## src/common/eccp_pkg.sv

```systemverilog
package eccp_pkg;
	// register byte offsets
	localparam logic [7:0] TIMEBASE_OFFS   = 8'h00;
	localparam logic [7:0] SHUTDOWN_OFFS   = 8'h04;
	localparam logic [7:0] RESTART_OFFS    = 8'h08;
	localparam logic [7:0] STEER_OFFS      = 8'h0C;
	localparam logic [7:0] IRQ_STATUS_OFFS = 8'h10;
	localparam logic [7:0] IRQ_MASK_OFFS   = 8'h14;

	// reset values
	localparam logic [7:0] TIMEBASE_RST    = 8'h00;
	localparam logic [7:0] SHUTDOWN_RST    = 8'h00;
	localparam logic [7:0] RESTART_RST     = 8'h00;
	localparam logic [4:0] STEER_RST       = 5'h01;
	localparam logic [1:0] IRQ_MASK_RST    = 2'h0;

	// field positions
	localparam int SD_STATUS_BIT  = 7;
	localparam int SD_SRC_LSB     = 4;
	localparam int SD_AC_LSB      = 2;
	localparam int SD_BD_LSB      = 0;
	localparam int RESTART_EN_BIT = 7;
	localparam int STEER_SYNC_BIT = 4;
	localparam int IRQ_SHUTDOWN   = 0;
	localparam int IRQ_RESUME     = 1;

	// timebase select codes
	localparam logic [1:0] TSEL_FIRST    = 2'h0;
	localparam logic [1:0] TSEL_SECOND   = 2'h1;
	localparam logic [1:0] TSEL_THIRD    = 2'h2;

	// mode and output configuration
	localparam logic [1:0] MODE_PWM      = 2'h3;
	localparam logic [1:0] CFG_SINGLE    = 2'h0;

	// instruction cycle timing
	localparam int CLK_NS      = 5;
	localparam int TOSC_NS     = 5;
	localparam int INSTR_TOSC  = 4;
	localparam int INSTR_CLKS  = INSTR_TOSC * TOSC_NS / CLK_NS;

	// bus responses
	localparam logic [1:0] RESP_OKAY   = 2'h0;
	localparam logic [1:0] RESP_SLVERR = 2'h2;
endpackage

```

## src/eccp_ctrl.sv

```systemverilog
// The AXI4-Lite slave port and the address map were chosen for this implementation.
`timescale 1ns/1ps
module eccp_ctrl #(
	parameter int ADDR_W  = 8,
	parameter int UNIT_CH = 0
) (
	input  logic              aclk,
	input  logic              aresetn,
	input  logic [ADDR_W-1:0] awaddr,
	input  logic              awvalid,
	output logic              awready,
	input  logic [31:0]       wdata,
	input  logic [3:0]        wstrb,
	input  logic              wvalid,
	output logic              wready,
	output logic [1:0]        bresp,
	output logic              bvalid,
	input  logic              bready,
	input  logic [ADDR_W-1:0] araddr,
	input  logic              arvalid,
	output logic              arready,
	output logic [31:0]       rdata,
	output logic [1:0]        rresp,
	output logic              rvalid,
	input  logic              rready,
	input  logic [2:0]        tmr_period_match,
	input  logic              pwm_raw,
	input  logic [3:0]        unit_mode_field,
	input  logic [1:0]        output_config_field,
	input  logic [1:0]        comparator_out,
	input  logic [1:0]        comparator_sync_option,
	input  logic              timer1_sync_tick,
	input  logic              fault_input_pin,
	output logic [3:0]        chan_period_match,
	output logic              pwm_out_a,
	output logic              pwm_out_a_oe,
	output logic              pwm_out_b,
	output logic              pwm_out_b_oe,
	output logic              pwm_out_c,
	output logic              pwm_out_c_oe,
	output logic              pwm_out_d,
	output logic              pwm_out_d_oe,
	output logic [3:0]        steer_owned,
	output logic              shutdown_status,
	output logic              irq
);
	localparam logic [ADDR_W-1:0] A_TB =
		ADDR_W'(eccp_pkg::TIMEBASE_OFFS);
	localparam logic [ADDR_W-1:0] A_SD =
		ADDR_W'(eccp_pkg::SHUTDOWN_OFFS);
	localparam logic [ADDR_W-1:0] A_RS =
		ADDR_W'(eccp_pkg::RESTART_OFFS);
	localparam logic [ADDR_W-1:0] A_ST =
		ADDR_W'(eccp_pkg::STEER_OFFS);
	localparam logic [ADDR_W-1:0] A_IS =
		ADDR_W'(eccp_pkg::IRQ_STATUS_OFFS);
	localparam logic [ADDR_W-1:0] A_IM =
		ADDR_W'(eccp_pkg::IRQ_MASK_OFFS);
	localparam logic [1:0] DIV_LAST =
		2'(eccp_pkg::INSTR_CLKS - 1);

	typedef struct packed {
		logic [7:0]        tsel;
		logic              sd_status;
		logic [2:0]        sd_src;
		logic [1:0]        sd_ac;
		logic [1:0]        sd_bd;
		logic              restart_en;
		logic [6:0]        delay;
		logic              steer_sync;
		logic [3:0]        steer_req;
		logic [3:0]        steer_act;
		logic [1:0]        irq_status;
		logic [1:0]        irq_mask;
		logic              aw_got;
		logic [ADDR_W-1:0] aw_addr;
		logic              w_got;
		logic [7:0]        w_byte;
		logic              w_lane;
		logic              bvalid;
		logic [1:0]        bresp;
		logic              rvalid;
		logic [7:0]        rdata;
		logic [1:0]        rresp;
		logic [1:0]        div;
		logic              pwm_run;
		logic [1:0]        cmp_held;
		logic [3:0]        chan_match;
		logic [3:0]        pin_val;
		logic [3:0]        pin_oe;
		logic [3:0]        pin_own;
	} state_t;

	state_t     s;
	state_t     next_s;
	logic [1:0] cmp_s;
	logic       fault_s;
	logic [1:0] cmp_eff;
	logic       src_active;
	logic       steer_mode;
	logic       instr_tick;
	logic       wr_go;
	logic       sw_wr_sd;
	logic       delayed;
	logic [3:0] tb_match;
	logic       own_match;

	sync2 #(
		.W (3)
	) u_pin_sync (
		.aclk    (aclk),
		.aresetn (aresetn),
		.d       ({fault_input_pin, comparator_out}),
		.q       ({fault_s, cmp_s})
	);

	dead_delay #(
		.CNT_W      (7),
		.INSTR_CLKS (eccp_pkg::INSTR_CLKS)
	) u_dead_delay (
		.aclk        (aclk),
		.aresetn     (aresetn),
		.delay_count (s.delay),
		.raw         (pwm_raw),
		.delayed     (delayed)
	);

	// per-channel timebase routing
	for (genvar i = 0; i < 4; i++) begin : g_tb
		logic [1:0] sel;
		assign sel = s.tsel[2*i+1:2*i];
		always_comb begin
			unique case (sel)
				eccp_pkg::TSEL_FIRST:  tb_match[i] = tmr_period_match[0];
				eccp_pkg::TSEL_SECOND: tb_match[i] = tmr_period_match[1];
				eccp_pkg::TSEL_THIRD:  tb_match[i] = tmr_period_match[2];
				default:               tb_match[i] = 1'b0;
			endcase
		end
	end

	assign own_match = tb_match[UNIT_CH];
	// held comparator levels for synced sources
	assign cmp_eff = (comparator_sync_option & s.cmp_held) |
		(~comparator_sync_option & cmp_s);
	assign src_active = (s.sd_src[2] & ~fault_s) |
		(s.sd_src[0] & cmp_eff[0]) |
		(s.sd_src[1] & cmp_eff[1]);
	assign steer_mode = (unit_mode_field[3:2] == eccp_pkg::MODE_PWM) &&
		(output_config_field == eccp_pkg::CFG_SINGLE);
	assign instr_tick = (s.div == 2'h0);
	assign wr_go = s.aw_got && s.w_got && !s.bvalid;
	assign sw_wr_sd = wr_go && s.w_lane && (s.aw_addr == A_SD);

	always_comb begin
		logic [1:0] fld;
		logic       pol;
		logic [1:0] ev;
		fld = 2'h0;
		pol = 1'b0;
		ev = 2'h0;
		next_s = s;

		// bus write capture
		if (awvalid && awready) begin
			next_s.aw_got = 1'b1;
			next_s.aw_addr = awaddr;
		end
		if (wvalid && wready) begin
			next_s.w_got = 1'b1;
			next_s.w_byte = wdata[7:0];
			next_s.w_lane = wstrb[0];
		end
		if (s.bvalid && bready) begin
			next_s.bvalid = 1'b0;
		end

		// auto restart
		if (s.sd_status && s.restart_en && !src_active) begin
			next_s.sd_status = 1'b0;
		end

		// register write
		if (wr_go) begin
			next_s.aw_got = 1'b0;
			next_s.w_got = 1'b0;
			next_s.bvalid = 1'b1;
			next_s.bresp = eccp_pkg::RESP_OKAY;
			unique case (s.aw_addr)
				A_TB: begin
					if (s.w_lane) next_s.tsel = s.w_byte;
				end
				A_SD: begin
					if (s.w_lane) begin
						next_s.sd_status =
							s.w_byte[eccp_pkg::SD_STATUS_BIT];
						next_s.sd_src =
							s.w_byte[eccp_pkg::SD_SRC_LSB+:3];
						next_s.sd_ac = s.w_byte[eccp_pkg::SD_AC_LSB+:2];
						next_s.sd_bd = s.w_byte[eccp_pkg::SD_BD_LSB+:2];
					end
				end
				A_RS: begin
					if (s.w_lane) begin
						next_s.restart_en =
							s.w_byte[eccp_pkg::RESTART_EN_BIT];
						next_s.delay = s.w_byte[6:0];
					end
				end
				A_ST: begin
					if (s.w_lane) begin
						next_s.steer_sync =
							s.w_byte[eccp_pkg::STEER_SYNC_BIT];
						next_s.steer_req = s.w_byte[3:0];
					end
				end
				A_IS: begin
					if (s.w_lane) begin
						next_s.irq_status = s.irq_status & ~s.w_byte[1:0];
					end
				end
				A_IM: begin
					if (s.w_lane) next_s.irq_mask = s.w_byte[1:0];
				end
				default: next_s.bresp = eccp_pkg::RESP_SLVERR;
			endcase
		end

		// source sets status, winning over any clear
		if (src_active) begin
			next_s.sd_status = 1'b1;
		end

		// resume waits for the period boundary
		if (s.sd_status) begin
			next_s.pwm_run = 1'b0;
		end else if (!s.pwm_run && own_match) begin
			next_s.pwm_run = 1'b1;
		end

		// sticky events, set wins over clear
		ev[eccp_pkg::IRQ_SHUTDOWN] = src_active && !s.sd_status;
		ev[eccp_pkg::IRQ_RESUME] = !s.pwm_run && !s.sd_status &&
			own_match;
		next_s.irq_status = next_s.irq_status | ev;

		// bus read
		if (s.rvalid && rready) begin
			next_s.rvalid = 1'b0;
		end
		if (arvalid && arready) begin
			next_s.rvalid = 1'b1;
			next_s.rresp = eccp_pkg::RESP_OKAY;
			unique case (araddr)
				A_TB: next_s.rdata = s.tsel;
				A_SD: next_s.rdata = {s.sd_status, s.sd_src,
					s.sd_ac, s.sd_bd};
				A_RS: next_s.rdata = {s.restart_en, s.delay};
				A_ST: next_s.rdata = {3'h0, s.steer_sync,
					s.steer_req};
				A_IS: next_s.rdata = {6'h00, s.irq_status};
				A_IM: next_s.rdata = {6'h00, s.irq_mask};
				default: begin
					next_s.rdata = 8'h00;
					next_s.rresp = eccp_pkg::RESP_SLVERR;
				end
			endcase
		end

		// instruction cycle divider and comparator sync
		next_s.div = (s.div == DIV_LAST) ? 2'h0 : s.div + 2'h1;
		if (timer1_sync_tick) begin
			next_s.cmp_held = cmp_s;
		end

		// steering update point
		if (s.steer_sync ? own_match : instr_tick) begin
			next_s.steer_act = s.steer_req;
		end

		next_s.chan_match = tb_match;

		// output pins
		for (int i = 0; i < 4; i++) begin
			pol = (i % 2 == 0) ? unit_mode_field[1] :
				unit_mode_field[0];
			fld = (i % 2 == 0) ? s.sd_ac : s.sd_bd;
			next_s.pin_own[i] = steer_mode && s.steer_act[i];
			if (!next_s.pin_own[i]) begin
				next_s.pin_oe[i] = 1'b0;
				next_s.pin_val[i] = 1'b0;
			end else if (s.sd_status || !s.pwm_run) begin
				next_s.pin_oe[i] = !fld[1];
				next_s.pin_val[i] = !fld[1] && fld[0];
			end else begin
				next_s.pin_oe[i] = 1'b1;
				next_s.pin_val[i] = delayed ^ pol;
			end
		end
	end

	always_ff @(posedge aclk) begin
		if (!aresetn) begin
			s <= '0;
			s.tsel <= eccp_pkg::TIMEBASE_RST;
			s.sd_status <= eccp_pkg::SHUTDOWN_RST[7];
			s.sd_src <= eccp_pkg::SHUTDOWN_RST[6:4];
			s.sd_ac <= eccp_pkg::SHUTDOWN_RST[3:2];
			s.sd_bd <= eccp_pkg::SHUTDOWN_RST[1:0];
			s.restart_en <= eccp_pkg::RESTART_RST[7];
			s.delay <= eccp_pkg::RESTART_RST[6:0];
			s.steer_sync <= eccp_pkg::STEER_RST[4];
			s.steer_req <= eccp_pkg::STEER_RST[3:0];
			s.steer_act <= eccp_pkg::STEER_RST[3:0];
			s.irq_mask <= eccp_pkg::IRQ_MASK_RST;
			s.pwm_run <= 1'b1;
		end else begin
			s <= next_s;
		end
	end

	assign awready = !s.aw_got && !s.bvalid;
	assign wready = !s.w_got && !s.bvalid;
	assign bvalid = s.bvalid;
	assign bresp = s.bresp;
	assign arready = !s.rvalid;
	assign rvalid = s.rvalid;
	assign rresp = s.rresp;
	assign rdata = {24'h000000, s.rdata};
	assign chan_period_match = s.chan_match;
	assign pwm_out_a = s.pin_val[0];
	assign pwm_out_a_oe = s.pin_oe[0];
	assign pwm_out_b = s.pin_val[1];
	assign pwm_out_b_oe = s.pin_oe[1];
	assign pwm_out_c = s.pin_val[2];
	assign pwm_out_c_oe = s.pin_oe[2];
	assign pwm_out_d = s.pin_val[3];
	assign pwm_out_d_oe = s.pin_oe[3];
	assign steer_owned = s.pin_own;
	assign shutdown_status = s.sd_status;
	assign irq = |(s.irq_status & s.irq_mask);

	a_tb_second: assert property (
		@(posedge aclk) disable iff (!aresetn)
		(s.tsel[1:0] == 2'h1) |-> ##1
		(chan_period_match[0] == $past(tmr_period_match[1])))
		else $error("channel one not on second timer");

	a_tb_reserved: assert property (
		@(posedge aclk) disable iff (!aresetn)
		(s.tsel[7:6] == 2'h3) |=> !chan_period_match[3])
		else $error("reserved timebase code produced a match");

	a_src_comp: assert property (
		@(posedge aclk) disable iff (!aresetn)
		(s.sd_src == 3'h2 && cmp_eff[1]) |=> shutdown_status)
		else $error("comparator two did not shut down");

	a_src_fault: assert property (
		@(posedge aclk) disable iff (!aresetn)
		(s.sd_src[2] && !fault_s) |=> shutdown_status)
		else $error("fault low did not shut down");

	a_sd_float_ac: assert property (
		@(posedge aclk) disable iff (!aresetn)
		(s.sd_status && s.sd_ac[1]) |=> !pwm_out_a_oe && !pwm_out_c_oe)
		else $error("A or C driven in float shutdown");

	a_sd_high_bd: assert property (
		@(posedge aclk) disable iff (!aresetn)
		(s.sd_status && s.sd_bd == 2'h1 && steer_mode && s.steer_act[1])
		|=> pwm_out_b_oe && pwm_out_b)
		else $error("B not driven high in shutdown");

	a_auto_clear: assert property (
		@(posedge aclk) disable iff (!aresetn)
		(s.sd_status && s.restart_en && !src_active && !sw_wr_sd)
		|=> !shutdown_status)
		else $error("auto restart did not clear status");

	a_manual_hold: assert property (
		@(posedge aclk) disable iff (!aresetn)
		(s.sd_status && !s.restart_en && !sw_wr_sd) |=> shutdown_status)
		else $error("status cleared without software");

	a_resume_period: assert property (
		@(posedge aclk) disable iff (!aresetn)
		$rose(s.pwm_run) |-> $past(own_match) && !$past(s.sd_status))
		else $error("pwm resumed off the period boundary");

	a_steer_hold: assert property (
		@(posedge aclk) disable iff (!aresetn)
		(s.steer_sync && !own_match) |=> $stable(s.steer_act))
		else $error("steering changed between periods");
endmodule

```

## src/sync2.sv

```systemverilog
`timescale 1ns/1ps
module sync2 #(
	parameter int W = 1
) (
	input  logic         aclk,
	input  logic         aresetn,
	input  logic [W-1:0] d,
	output logic [W-1:0] q
);
	typedef struct packed {
		logic [W-1:0] s1;
		logic [W-1:0] s2;
	} sync_t;

	sync_t s;
	sync_t next_s;

	always_comb begin
		next_s.s1 = d;
		next_s.s2 = s.s1;
	end

	always_ff @(posedge aclk) begin
		if (!aresetn) begin
			s <= '0;
		end else begin
			s <= next_s;
		end
	end

	assign q = s.s2;
endmodule

```

## src/dead_delay.sv

```systemverilog
`timescale 1ns/1ps
module dead_delay #(
	parameter int CNT_W      = 7,
	parameter int INSTR_CLKS = 4
) (
	input  logic             aclk,
	input  logic             aresetn,
	input  logic [CNT_W-1:0] delay_count,
	input  logic             raw,
	output logic             delayed
);
	localparam int TW = CNT_W + $clog2(INSTR_CLKS);

	typedef struct packed {
		logic [TW-1:0] cnt;
		logic          prev;
		logic          out;
	} delay_t;

	delay_t s;
	delay_t next_s;

	always_comb begin
		next_s = s;
		next_s.prev = raw;
		if (!raw) begin
			next_s.out = 1'b0;
			next_s.cnt = '0;
		end else if (!s.prev) begin
			if (delay_count == '0) begin
				next_s.out = 1'b1;
			end else begin
				next_s.cnt = TW'(delay_count * INSTR_CLKS);
			end
		end else if (s.cnt > TW'(1)) begin
			next_s.cnt = s.cnt - TW'(1);
		end else begin
			next_s.cnt = '0;
			next_s.out = 1'b1;
		end
	end

	always_ff @(posedge aclk) begin
		if (!aresetn) begin
			s <= '0;
		end else begin
			s <= next_s;
		end
	end

	assign delayed = s.out;

	a_delay_hold: assert property (
		@(posedge aclk) disable iff (!aresetn)
		(raw && !s.prev && delay_count != '0) |=> !delayed)
		else $error("active edge not postponed");

	a_delay_one: assert property (
		@(posedge aclk) disable iff (!aresetn)
		(raw && !s.prev && delay_count == CNT_W'(1)) ##1 raw[*4]
		|=> delayed)
		else $error("one-cycle delay wrong length");

	a_delay_fall: assert property (
		@(posedge aclk) disable iff (!aresetn)
		!raw |=> !delayed)
		else $error("inactive edge was delayed");
endmodule

```

## config.mk

```make
export PLATFORM = sky130hd
export DESIGN_NAME = eccp_ctrl
export DESIGN_NICKNAME = d
export VERILOG_FILES = /design/src/common/eccp_pkg.sv /design/src/eccp_ctrl.sv /design/src/sync2.sv /design/src/dead_delay.sv
export SDC_FILE = /design/constraint.sdc
export NUM_CORES = 1
export LEC_CHECK = 0
export BUFFER_PORTS_ARGS = -buffer_cell sky130_fd_sc_hd__buf_2
export CORE_MARGIN = 5
export CORE_UTILIZATION = 39
export CTS_BUF_LIST = sky130_fd_sc_hd__clkbuf_2
export DETAILED_ROUTE_END_ITERATION = 7
export GPL_TIMING_DRIVEN = 0
export HOLD_SLACK_MARGIN = 0.05
export PLACE_DENSITY_LB_ADDON = 0.1
export SLEW_MARGIN = 10
export SYNTH_ARGS = -nofsm -noshare
export SYNTH_HDL_FRONTEND = slang
export SYNTH_SLANG_ARGS = --single-unit
export TNS_END_PERCENT = 5
```

## constraint.sdc

```tcl
create_clock -name aclk -period 2.7 [get_ports aclk]
set_clock_uncertainty 0.2 [all_clocks]
set_input_delay 0.27 -clock aclk [delete_from_list [all_inputs] [get_ports aclk]]
set_output_delay 0.27 -clock aclk [all_outputs]
set_load 0.02 [all_outputs]
```

### Word level (Yosys, flattened, before mapping)

Cells that the tools add are included.

* bits in registers: 108
* bits of input ports: 75
* output and inout bits: 59
* word-level logic and storage cells: 182

* $add $sub $neg: 2
* order comparisons: 1
* eq/ne operators: 22
* muxes and demuxes: 39
* bitwise gates (word level): 17
* reductions and logical operators: 61

Operator list (number)
* $pmux W8 S6: 1
* $mux W9: 4
* $eq A8 B4 Y1 const B: 4
* $eq A8 B5 Y1 const B: 4
* $mux W8: 4
* $logic_and A1 B1 Y1: 22
* $mux W21: 1
* $eq A8 B3 Y1 const B: 2
* $logic_not A8 Y1: 2
* $mux W5: 3
* $reduce_and A3 Y1: 5
* $mux W1: 14
* $eq A2 B2 Y1 const B: 6
* $logic_not A2 Y1: 6
* $mux W2: 6
* $pmux W1 S3: 4
* $reduce_and A2 Y1: 6
* $reduce_or A6 Y1: 2
* $mux W11: 1
* $gt A9 B1 Y1 const B: 1
* $logic_not A1 Y1: 9
* $sub A9 B1 Y9 const B: 1
* $and A2 B2 Y2: 4
* $eq A2 B1 Y1 const B: 4
* other kinds (14): 26

### Depth between registers and ports, before layout

Gate-level depths: netlist of run 1.

* depth after elaboration: 13
* mapped depth: 6
* gate-level depth less buffers: 6

### Modules after synthesis

From an unflattened synthesis of run 1, not the netlist that was laid out.

* cell total of the unflattened synthesis: 528
* area, all modules: 4872.2 µm²

By module, submodules not included
* eccp_ctrl: times used 1, cells an instance 438, area an instance 4055.1 µm²
* dead_delay: times used 1, cells an instance 78, area an instance 659.4 µm²
* sync2: times used 1, cells an instance 12, area an instance 157.7 µm²

### Least setup slack after synthesis of run 1

No wires, ideal clock.

* kind: reg-to-reg
* start: reg s[45] (netlist bit)
* end: reg s[57] (netlist bit)
* setup time: 132 ps
* arrival time: 1624 ps
* data required time: 2368 ps
* setup slack: 743 ps
* stages on the path, launching flop included: 5
* cell sequence: dfxtp_1 > or4_4 > or4_4 > o41ai_2 > a21oi_1

* word-level cells in the longest chain between the ends: 4

RTL lines
* start: declaration: RTL line eccp_ctrl.sv:94 `state_t s;`
* start signal: assignment: RTL line eccp_ctrl.sv:318 `s <= next_s;`
* $eq A8 B5 Y1: RTL line eccp_ctrl.sv:189 `unique case (s.aw_addr)`
* $mux W2: RTL line eccp_ctrl.sv:189
* $mux W5: RTL line eccp_ctrl.sv:184 `if (wr_go) begin`
* $or A2 B2 Y2: RTL line eccp_ctrl.sv:245 `next_s.irq_status = next_s.irq_status | ev;`

No other way between the ends.
A chain may end at the register's enable or synchronous reset.

### Worst setup path after layout of run 1

* start: reg s (netlist bit bvalid)
* end: reg s[46] (netlist bit)

* word-level cells in the longest chain between the ends: 3

RTL lines
* $logic_not A1 Y1: RTL line eccp_ctrl.sv:322 `assign awready = !s.aw_got && !s.bvalid;`
* $logic_and A1 B1 Y1: RTL line eccp_ctrl.sv:322
* $logic_and A1 B1 Y1: RTL line eccp_ctrl.sv:165 `if (awvalid && awready) begin`

No other way between the ends.

==> results.py, run 1 <==
metrics = {
    "final_layout": {
        "drive_gt1_frac": 0.2271,
        "diodes": 0,
        "mostFrequentLayoutCell": "dfxtp_1",
        "layout.nets": 762,
        "area_delta_synth_final_pct": 29.24,
        "final_core_util": 0.5103,
        "final_cell_mix": "106 x dfxtp_1, 81 x buf_2, 69 x nor2_1",
    },
    "synth": {
        "ys.flop_type": "dfxtp_1",
        "synthesis.area_mm2": 0.004703,
        "ys_seq_area_frac": 0.4512,
        "synth_edf_count": 0,
        "yosys_warnings": 0,
        "synth.distinct_cells": 51,
        "avgSynthCellArea_um2": 9.240,
        "ys_seq_elements": 106,
        "async_flop_share": 0,
        "synth_cells": 509,
    },
    "floorplan": {
        "coreArea_mm2": 0.01191,
        "die_x_um": 119.8,
        "rows": 40,
        "start_util": 0.3949,
        "pin_count": 134,
        "dieArea_mm2": 0.01436,
        "die_h_um": 119.8,
    },
    "grt": {
        "antenna_found_initial": 0,
        "globalRouteMet2Util": 0.2814,
        "grtUsageMet1": 0.2242,
        "grt.busiest_layer": "met2",
        "grt_pass1_vias": 3904,
        "grt_max_degree": 17,
        "grt_overflow_total": 0,
        "grt_pass1_wl_um": 19440,
        "grt_usage": 0.1685,
        "grt_use_met3": 0.03252,
    },
    "detailed_routing": {
        "drc": 0,
        "detail_route.vias_per_cell": 4.844,
        "routed_wl_um": 11940,
        "vias": 4040,
        "drt_first_pass_iters": 4,
        "dr.first_iter.drc_count": 223,
        "wl_per_cell_um": 14.31,
        "ant_nets": 0,
    },
    "power": {
        "clock_power_share": 0.261,
        "p_leak_nw": 2.827,
        "pwr_density_cell_mw_per_mm2": 453.7,
        "ir_drop_v": 0.0002836,
        "p_switching_mw": 0.7430,
        "p_sw_frac": 0.2694,
        "comb_power_share": 0.140,
        "seq_power_share": 0.599,
        "p_int_mw": 2.015,
    },
    "worst_setup_path": {
        "path_cells": "nor2_1, and2_1, nand2_1, dlygate4sd3_1, a21oi_1, dlygate4sd3_1",
        "critPathTopFamily": "buffers and inverters",
        "cp_max_fo": 9,
        "slowest_delay_ns": 0.57,
        "path_class": "reg -> reg",
        "cp-end-kind": "register",
        "path_common_cell": "dlygate4sd3_1",
        "arrival_ns": 2.82,
        "crit_slowest_cell": "dlygate4sd3_1",
        "critPathLaunchType": "register",
        "crit_buf_inv": 2,
        "critPathRequiredTime_ns": 3.02,
    },
    "cts": {
        "clkTransAtPathRegs_ns": 0.26,
        "post_cts_buffers": 0,
        "cts_root_buf": "clkbuf_2",
        "cts_buffers": 9,
        "clk_latency_ns": 0.56,
        "htree_levels": 3,
        "cts.sinks": 106,
        "cts_tree": "built",
        "cts.path.max_buffers": 2,
    },
    "placed_design": {
        "io_buffers": 79,
        "gp_routability_congestion": 0.8334,
        "dp_hpwl_um": 8622,
    },
    "timing": {
        "fmax_mhz": 399.8,
        "setup_viol": 0,
        "drv_slew": 0,
        "finalHoldViolCount": 0,
        "slew_headroom": 0.4662,
        "period_share": 0.9263,
        "layout_min_cycle_time_ns": 2.501,
        "tightest_slew_ns": 0.7896,
        "rsz0062_at_grt": "no",
        "tns_ns": 0,
    },
    "worst_hold_path": {
        "hold_class": "in -> reg",
    },
    "outcome": {
        "status": "finished clean",
    },
    "job": {
        "maxCapViolations": 0,
    },
}
## logic make-up (layout without fill, tap and decap cells)
family          Yosys count  after routing  synth area share
simple gates            170            170            0.1804
compound gates           79             79            0.1067
mux                      57             57            0.1351
xor+xnor                  5              5          0.009311
buf+inv                  87            240            0.1059
fa+ha+maj                 4              4           0.01064
other cells               1             26         0.0007973
flops                   106            106            0.4512
## worst min-delay path: cells and delay by family
kind / cells / cell delay (ns)
buf+inv: 1 / 0.07
simple gates: 3 / 0.33
compound gates: 1 / 0.17
## cell type report
| cell class | count | area, um^2 |
|---|---|---|
| Fill cell | 1176 | 5833 |
| Inverter | 26 | 97.59 |
| Timing Repair Buffer | 139 | 996.0 |
| Clock inverter | 5 | 55.05 |
| Clock buffer | 10 | 50.05 |
| Tap cell | 147 | 183.9 |
| Buffer | 60 | 396.6 |
| Sequential cell | 106 | 2122 |
| Multi-Input combinational cell | 341 | 2177 |
## state kept, by name, indices dropped and copies added, names as in the netlist, 3 cells and up
register and cells:
chan_period_match 4, g_tb.sel 8, rdata 8, s 52, steer_owned 4, u_dead_delay.s 10, u_pin_sync.next_s 3, u_pin_sync.q 3
## what timing repair did
| item | 4_1_cts | 5_1_grt |
|---|---|---|
| setup endpoints to repair | 0 | 8 |
| resized for setup | 0 | 0 |
| endpoints found under the hold margin | 57 | 0 |
| hold buffers | 60 | 0 |
## metrics by stage
step	std cells	instance area (um^2)	worst slack, ns	total power [mW]	hold slack [ns]
floorplan	534	4797	0.7433	1.891	0.1690
global placement	760	5376	0.3908	1.990	0.2161
detailed placement	760	5376	0.3524	1.998	0.2210
CTS	835	6082	0.1257	2.779	0.06632
global route	834	6078	0.04682	2.899	0.09469
finish	834	6078	0.1989	2.758	0.09409
## power by group through the flow
stage	clock network (mW)	registers [mW]	logic [mW]
floorplan	0	1.67	0.222
global placement	0	1.68	0.311
detailed placement	0	1.68	0.318
CTS	0.740	1.65	0.386
global route	0.810	1.66	0.429
finish	0.719	1.65	0.387
## Yosys cell counts, types with 2 or more instances
cell type | number | share of area
a211oi_1 | 2 | 0.0032
a21oi_1 | 26 | 0.028
a221oi_1 | 3 | 0.0056
a22o_1 | 9 | 0.017
a22oi_1 | 2 | 0.0032
a31oi_1 | 9 | 0.012
and2_1 | 8 | 0.011
and3_1 | 4 | 0.0053
buf_1 | 2 | 0.0016
buf_2 | 2 | 0.0021
buf_4 | 45 | 0.072
clkbuf_1 | 12 | 0.0096
dfxtp_1 | 106 | 0.45
ha_1 | 4 | 0.011
inv_1 | 25 | 0.020
mux2_2 | 2 | 0.0048
mux2i_1 | 50 | 0.11
mux4_2 | 5 | 0.024
nand2_1 | 38 | 0.030
nand2b_1 | 3 | 0.0040
nand3_1 | 7 | 0.0074
nand3b_1 | 3 | 0.0048
nand4_1 | 2 | 0.0027
nand4b_1 | 2 | 0.0037
nor2_1 | 69 | 0.055
nor2b_1 | 5 | 0.0067
nor3_1 | 5 | 0.0053
nor3b_1 | 3 | 0.0048
nor4_1 | 5 | 0.0067
nor4b_1 | 3 | 0.0056
nor4b_2 | 2 | 0.0064
o21ai_0 | 15 | 0.016
o22ai_1 | 6 | 0.0080
or4_1 | 4 | 0.0064
or4_4 | 2 | 0.0048
xnor2_1 | 4 | 0.0074
## path summary, 6_finish.rpt
kind | start | to | slack [ns] | cells past startpoint
worst min register to register | u_pin_sync.next_s[2]$_SDFF_PN0_ | u_pin_sync.q[2]$_SDFF_PN0_ | 0.27 | 1
worst max-delay path | bvalid$_SDFFE_PN0P_ | s[46]$_SDFFE_PN0P_ | 0.20 | 6
worst min-delay path | araddr[6] | rdata[0]$_SDFFE_PN0P_ | 0.09 | 5
worst max register to register | bvalid$_SDFFE_PN0P_ | s[46]$_SDFFE_PN0P_ | 0.20 | 6
## layer usage
layer / share of wire / vias up
met5: 0 / -
li1: - / 2045
met4: 0.010 / 0
met2: 0.47 / 112
met3: 0.053 / 13
met1: 0.47 / 1870
(Power assumes the default switching activity.)
==> inputs of run 2 (changes only) <==
Clock period 2.7 ns to 2.9 ns, I/O delays scaled along.
==> run 2 against run 1 <==
  * Combinational power is 8.3% lower
  * Count of clock-buffer cells in the layout stayed put
  * Design area is 0.60% lower
  * Setup slack better by 0.11 ns
  * Highest routed layer unchanged
==> results.py, run 2 (same netlist as run 1, synthesis figures left out) <==
metrics = {
    "outcome": {
        "status": "finished clean",
    },
    "cts": {
        "cts_buffers": 9,
        "cts.sinks": 106,
        "clk_latency_ns": 0.55,
        "htree_levels": 3,
        "clkTransAtPathRegs_ns": 0.25,
        "postCtsHoldBufs": 56,
        "cts.path.max_buffers": 2,
        "cts_root_buf": "clkbuf_2",
        "post_cts_buffers": 0,
        "cts_tree": "built",
        "postCtsResizedCells": 0,
    },
    "floorplan": {
        "die_x_um": 119.8,
        "rows": 40,
        "die_h_um": 119.8,
        "dieArea_mm2": 0.01436,
        "pin_count": 134,
        "coreArea_mm2": 0.01191,
        "start_util": 0.3949,
    },
    "detailed_routing": {
        "wl_per_cell_um": 14.27,
        "routed_wl_um": 11860,
        "ant_nets": 0,
        "drt_first_pass_iters": 4,
        "drc": 0,
        "dr.first_iter.drc_count": 209,
        "vias": 4026,
        "detail_route.vias_per_cell": 4.845,
    },
    "timing": {
        "setup_viol": 0,
        "rsz0062_at_grt": "no",
        "layout_setup_ws_ns": 0.3050,
        "layout_min_cycle_time_ns": 2.595,
        "finalHoldViolCount": 0,
        "fmax_mhz": 385.4,
        "tightest_slew_ns": 0.7876,
        "tns_ns": 0,
        "slew_headroom": 0.4675,
        "drv_slew": 0,
        "period_share": 0.8948,
    },
    "power": {
        "p_leak_nw": 2.818,
        "total_power_mw": 2.555,
        "pwr_density_cell_mw_per_mm2": 422.9,
        "ir_drop_v": 0.0002631,
    },
    "final_layout": {
        "area_delta_synth_final_pct": 28.46,
        "drive_gt1_frac": 0.2281,
        "regMostFlops": "s",
        "fillCellCount": 1172,
        "design_area_mm2": 0.006042,
        "final_core_util": 0.5072,
        "layout.nets": 759,
        "ff_latch_area_mm2": 0.002122,
        "reg_top3": "s (52), u_dead_delay.s (10)",
        "largest_reg_flops": 52,
        "mostFrequentLayoutCell": "dfxtp_1",
        "final_cell_mix": "106 x dfxtp_1, 81 x buf_2, 69 x nor2_1",
        "multiInputGateArea_mm2": 0.002177,
        "diodes": 0,
    },
    "worst_setup_path": {
        "critPathRequiredTime_ns": 3.22,
        "cp_max_fo": 9,
        "slowest_delay_ns": 0.56,
        "r2r-start": "bvalid$_SDFFE_PN0P_",
        "path_cells": "nor2_1, and2_1, clkbuf_1, nand2_1, dlygate4sd3_1, a21oi_1, dlygate4sd3_1",
        "cp-end-kind": "register",
        "worstReg2RegEnd": "s[46]$_SDFFE_PN0P_",
        "path_class": "reg -> reg",
        "path_common_cell": "dlygate4sd3_1",
        "r2r_cells": 7,
        "endpoint": "s[46]$_SDFFE_PN0P_",
        "critPathLaunchType": "register",
        "timing.reg2reg.setup_slack_ns": 0.30,
        "startpoint": "bvalid$_SDFFE_PN0P_",
        "crit_slowest_cell": "dlygate4sd3_1",
        "arrival_ns": 2.91,
    },
    "grt": {
        "grt_overflow_total": 0,
        "grtUsageMet1": 0.2244,
        "globalRouteMet2Util": 0.2779,
        "grt_pass1_wl_um": 19310,
        "grt_max_degree": 17,
        "grt_usage": 0.1674,
        "antenna_found_initial": 0,
        "grt_pass1_vias": 3856,
        "grt_use_met3": 0.03252,
        "grt.busiest_layer": "met2",
    },
    "placed_design": {
        "dpl-instance-area_mm2": 0.005376,
        "pre_cts_ws_ns": 0.5324,
        "dp_hpwl_um": 8622,
        "gp_routability_congestion": 0.8334,
        "io_buffers": 79,
    },
    "worst_hold_path": {
        "hold_class": "in -> reg",
    },
    "job": {
        "maxCapViolations": 0,
    },
}
-- run 2: cell types whose count changed in the layout (fill, tap and decap cells not counted) --
cell and delta:
dlygate4sd3_1 -4, clkbuf_1 +1
-- run 2: worst min path at each step --
stage                                          startpoint                          to  cells after the start
after floorplan                                    rready         rvalid$_SDFFE_PN0P_                      1
after global placement    u_pin_sync.next_s[1]$_SDFF_PN0_  u_pin_sync.q[1]$_SDFF_PN0_                      1
after detailed placement  u_pin_sync.next_s[2]$_SDFF_PN0_  u_pin_sync.q[2]$_SDFF_PN0_                      1
after CTS                                       araddr[6]       rdata[1]$_SDFFE_PN0P_                      5
after global routing                            araddr[0]       rdata[0]$_SDFFE_PN0P_                      5
final                                           araddr[6]       rdata[0]$_SDFFE_PN0P_                      5
-- run 2: critical path: cells and delay by family (launching register included) --
family,cells,cell delay [ns]
simple gates,3,0.42
buf+inv,3,1.37
compound gates,1,0.12
flops,1,0.46
-- run 2: power breakdown --
group | switching [mW] | total (mW) | leakage (nW) | internal (mW)
combinational | 0.180 | 0.355 | 1.89 | 0.175
clock | 0.466 | 0.663 | 0.0658 | 0.197
sequential | 0.0385 | 1.54 | 0.861 | 1.50
total | 0.684 | 2.56 | 2.82 | 1.87
-- run 2: area by class of cell --
class                   instances  share of cell area
clock inverters                 5            0.009112
multi-input cells             341              0.3603
well taps                     147             0.03044
repair buffers                135              0.1582
flip-flops and latches        106              0.3512
plain buffers                  61             0.06627
inverters                      26             0.01615
clock buffers                  10            0.008283
-- run 2: metrics by stage --
| step | hold slack (ns) | instances |
|---|---|---|
| after floorplan | 0.1890 | 534 |
| after CTS | 0.08632 | 831 |
| final | 0.1256 | 831 |
| after detailed placement | 0.2210 | 760 |
| after global routing | 0.1147 | 831 |
| after global placement | 0.2161 | 760 |
-- run 2: routing by layer --
metal,up-vias,share of wire
met5,-,0
met4,0,0.0089
met3,9,0.055
met2,106,0.47
met1,1873,0.46
li1,2038,-
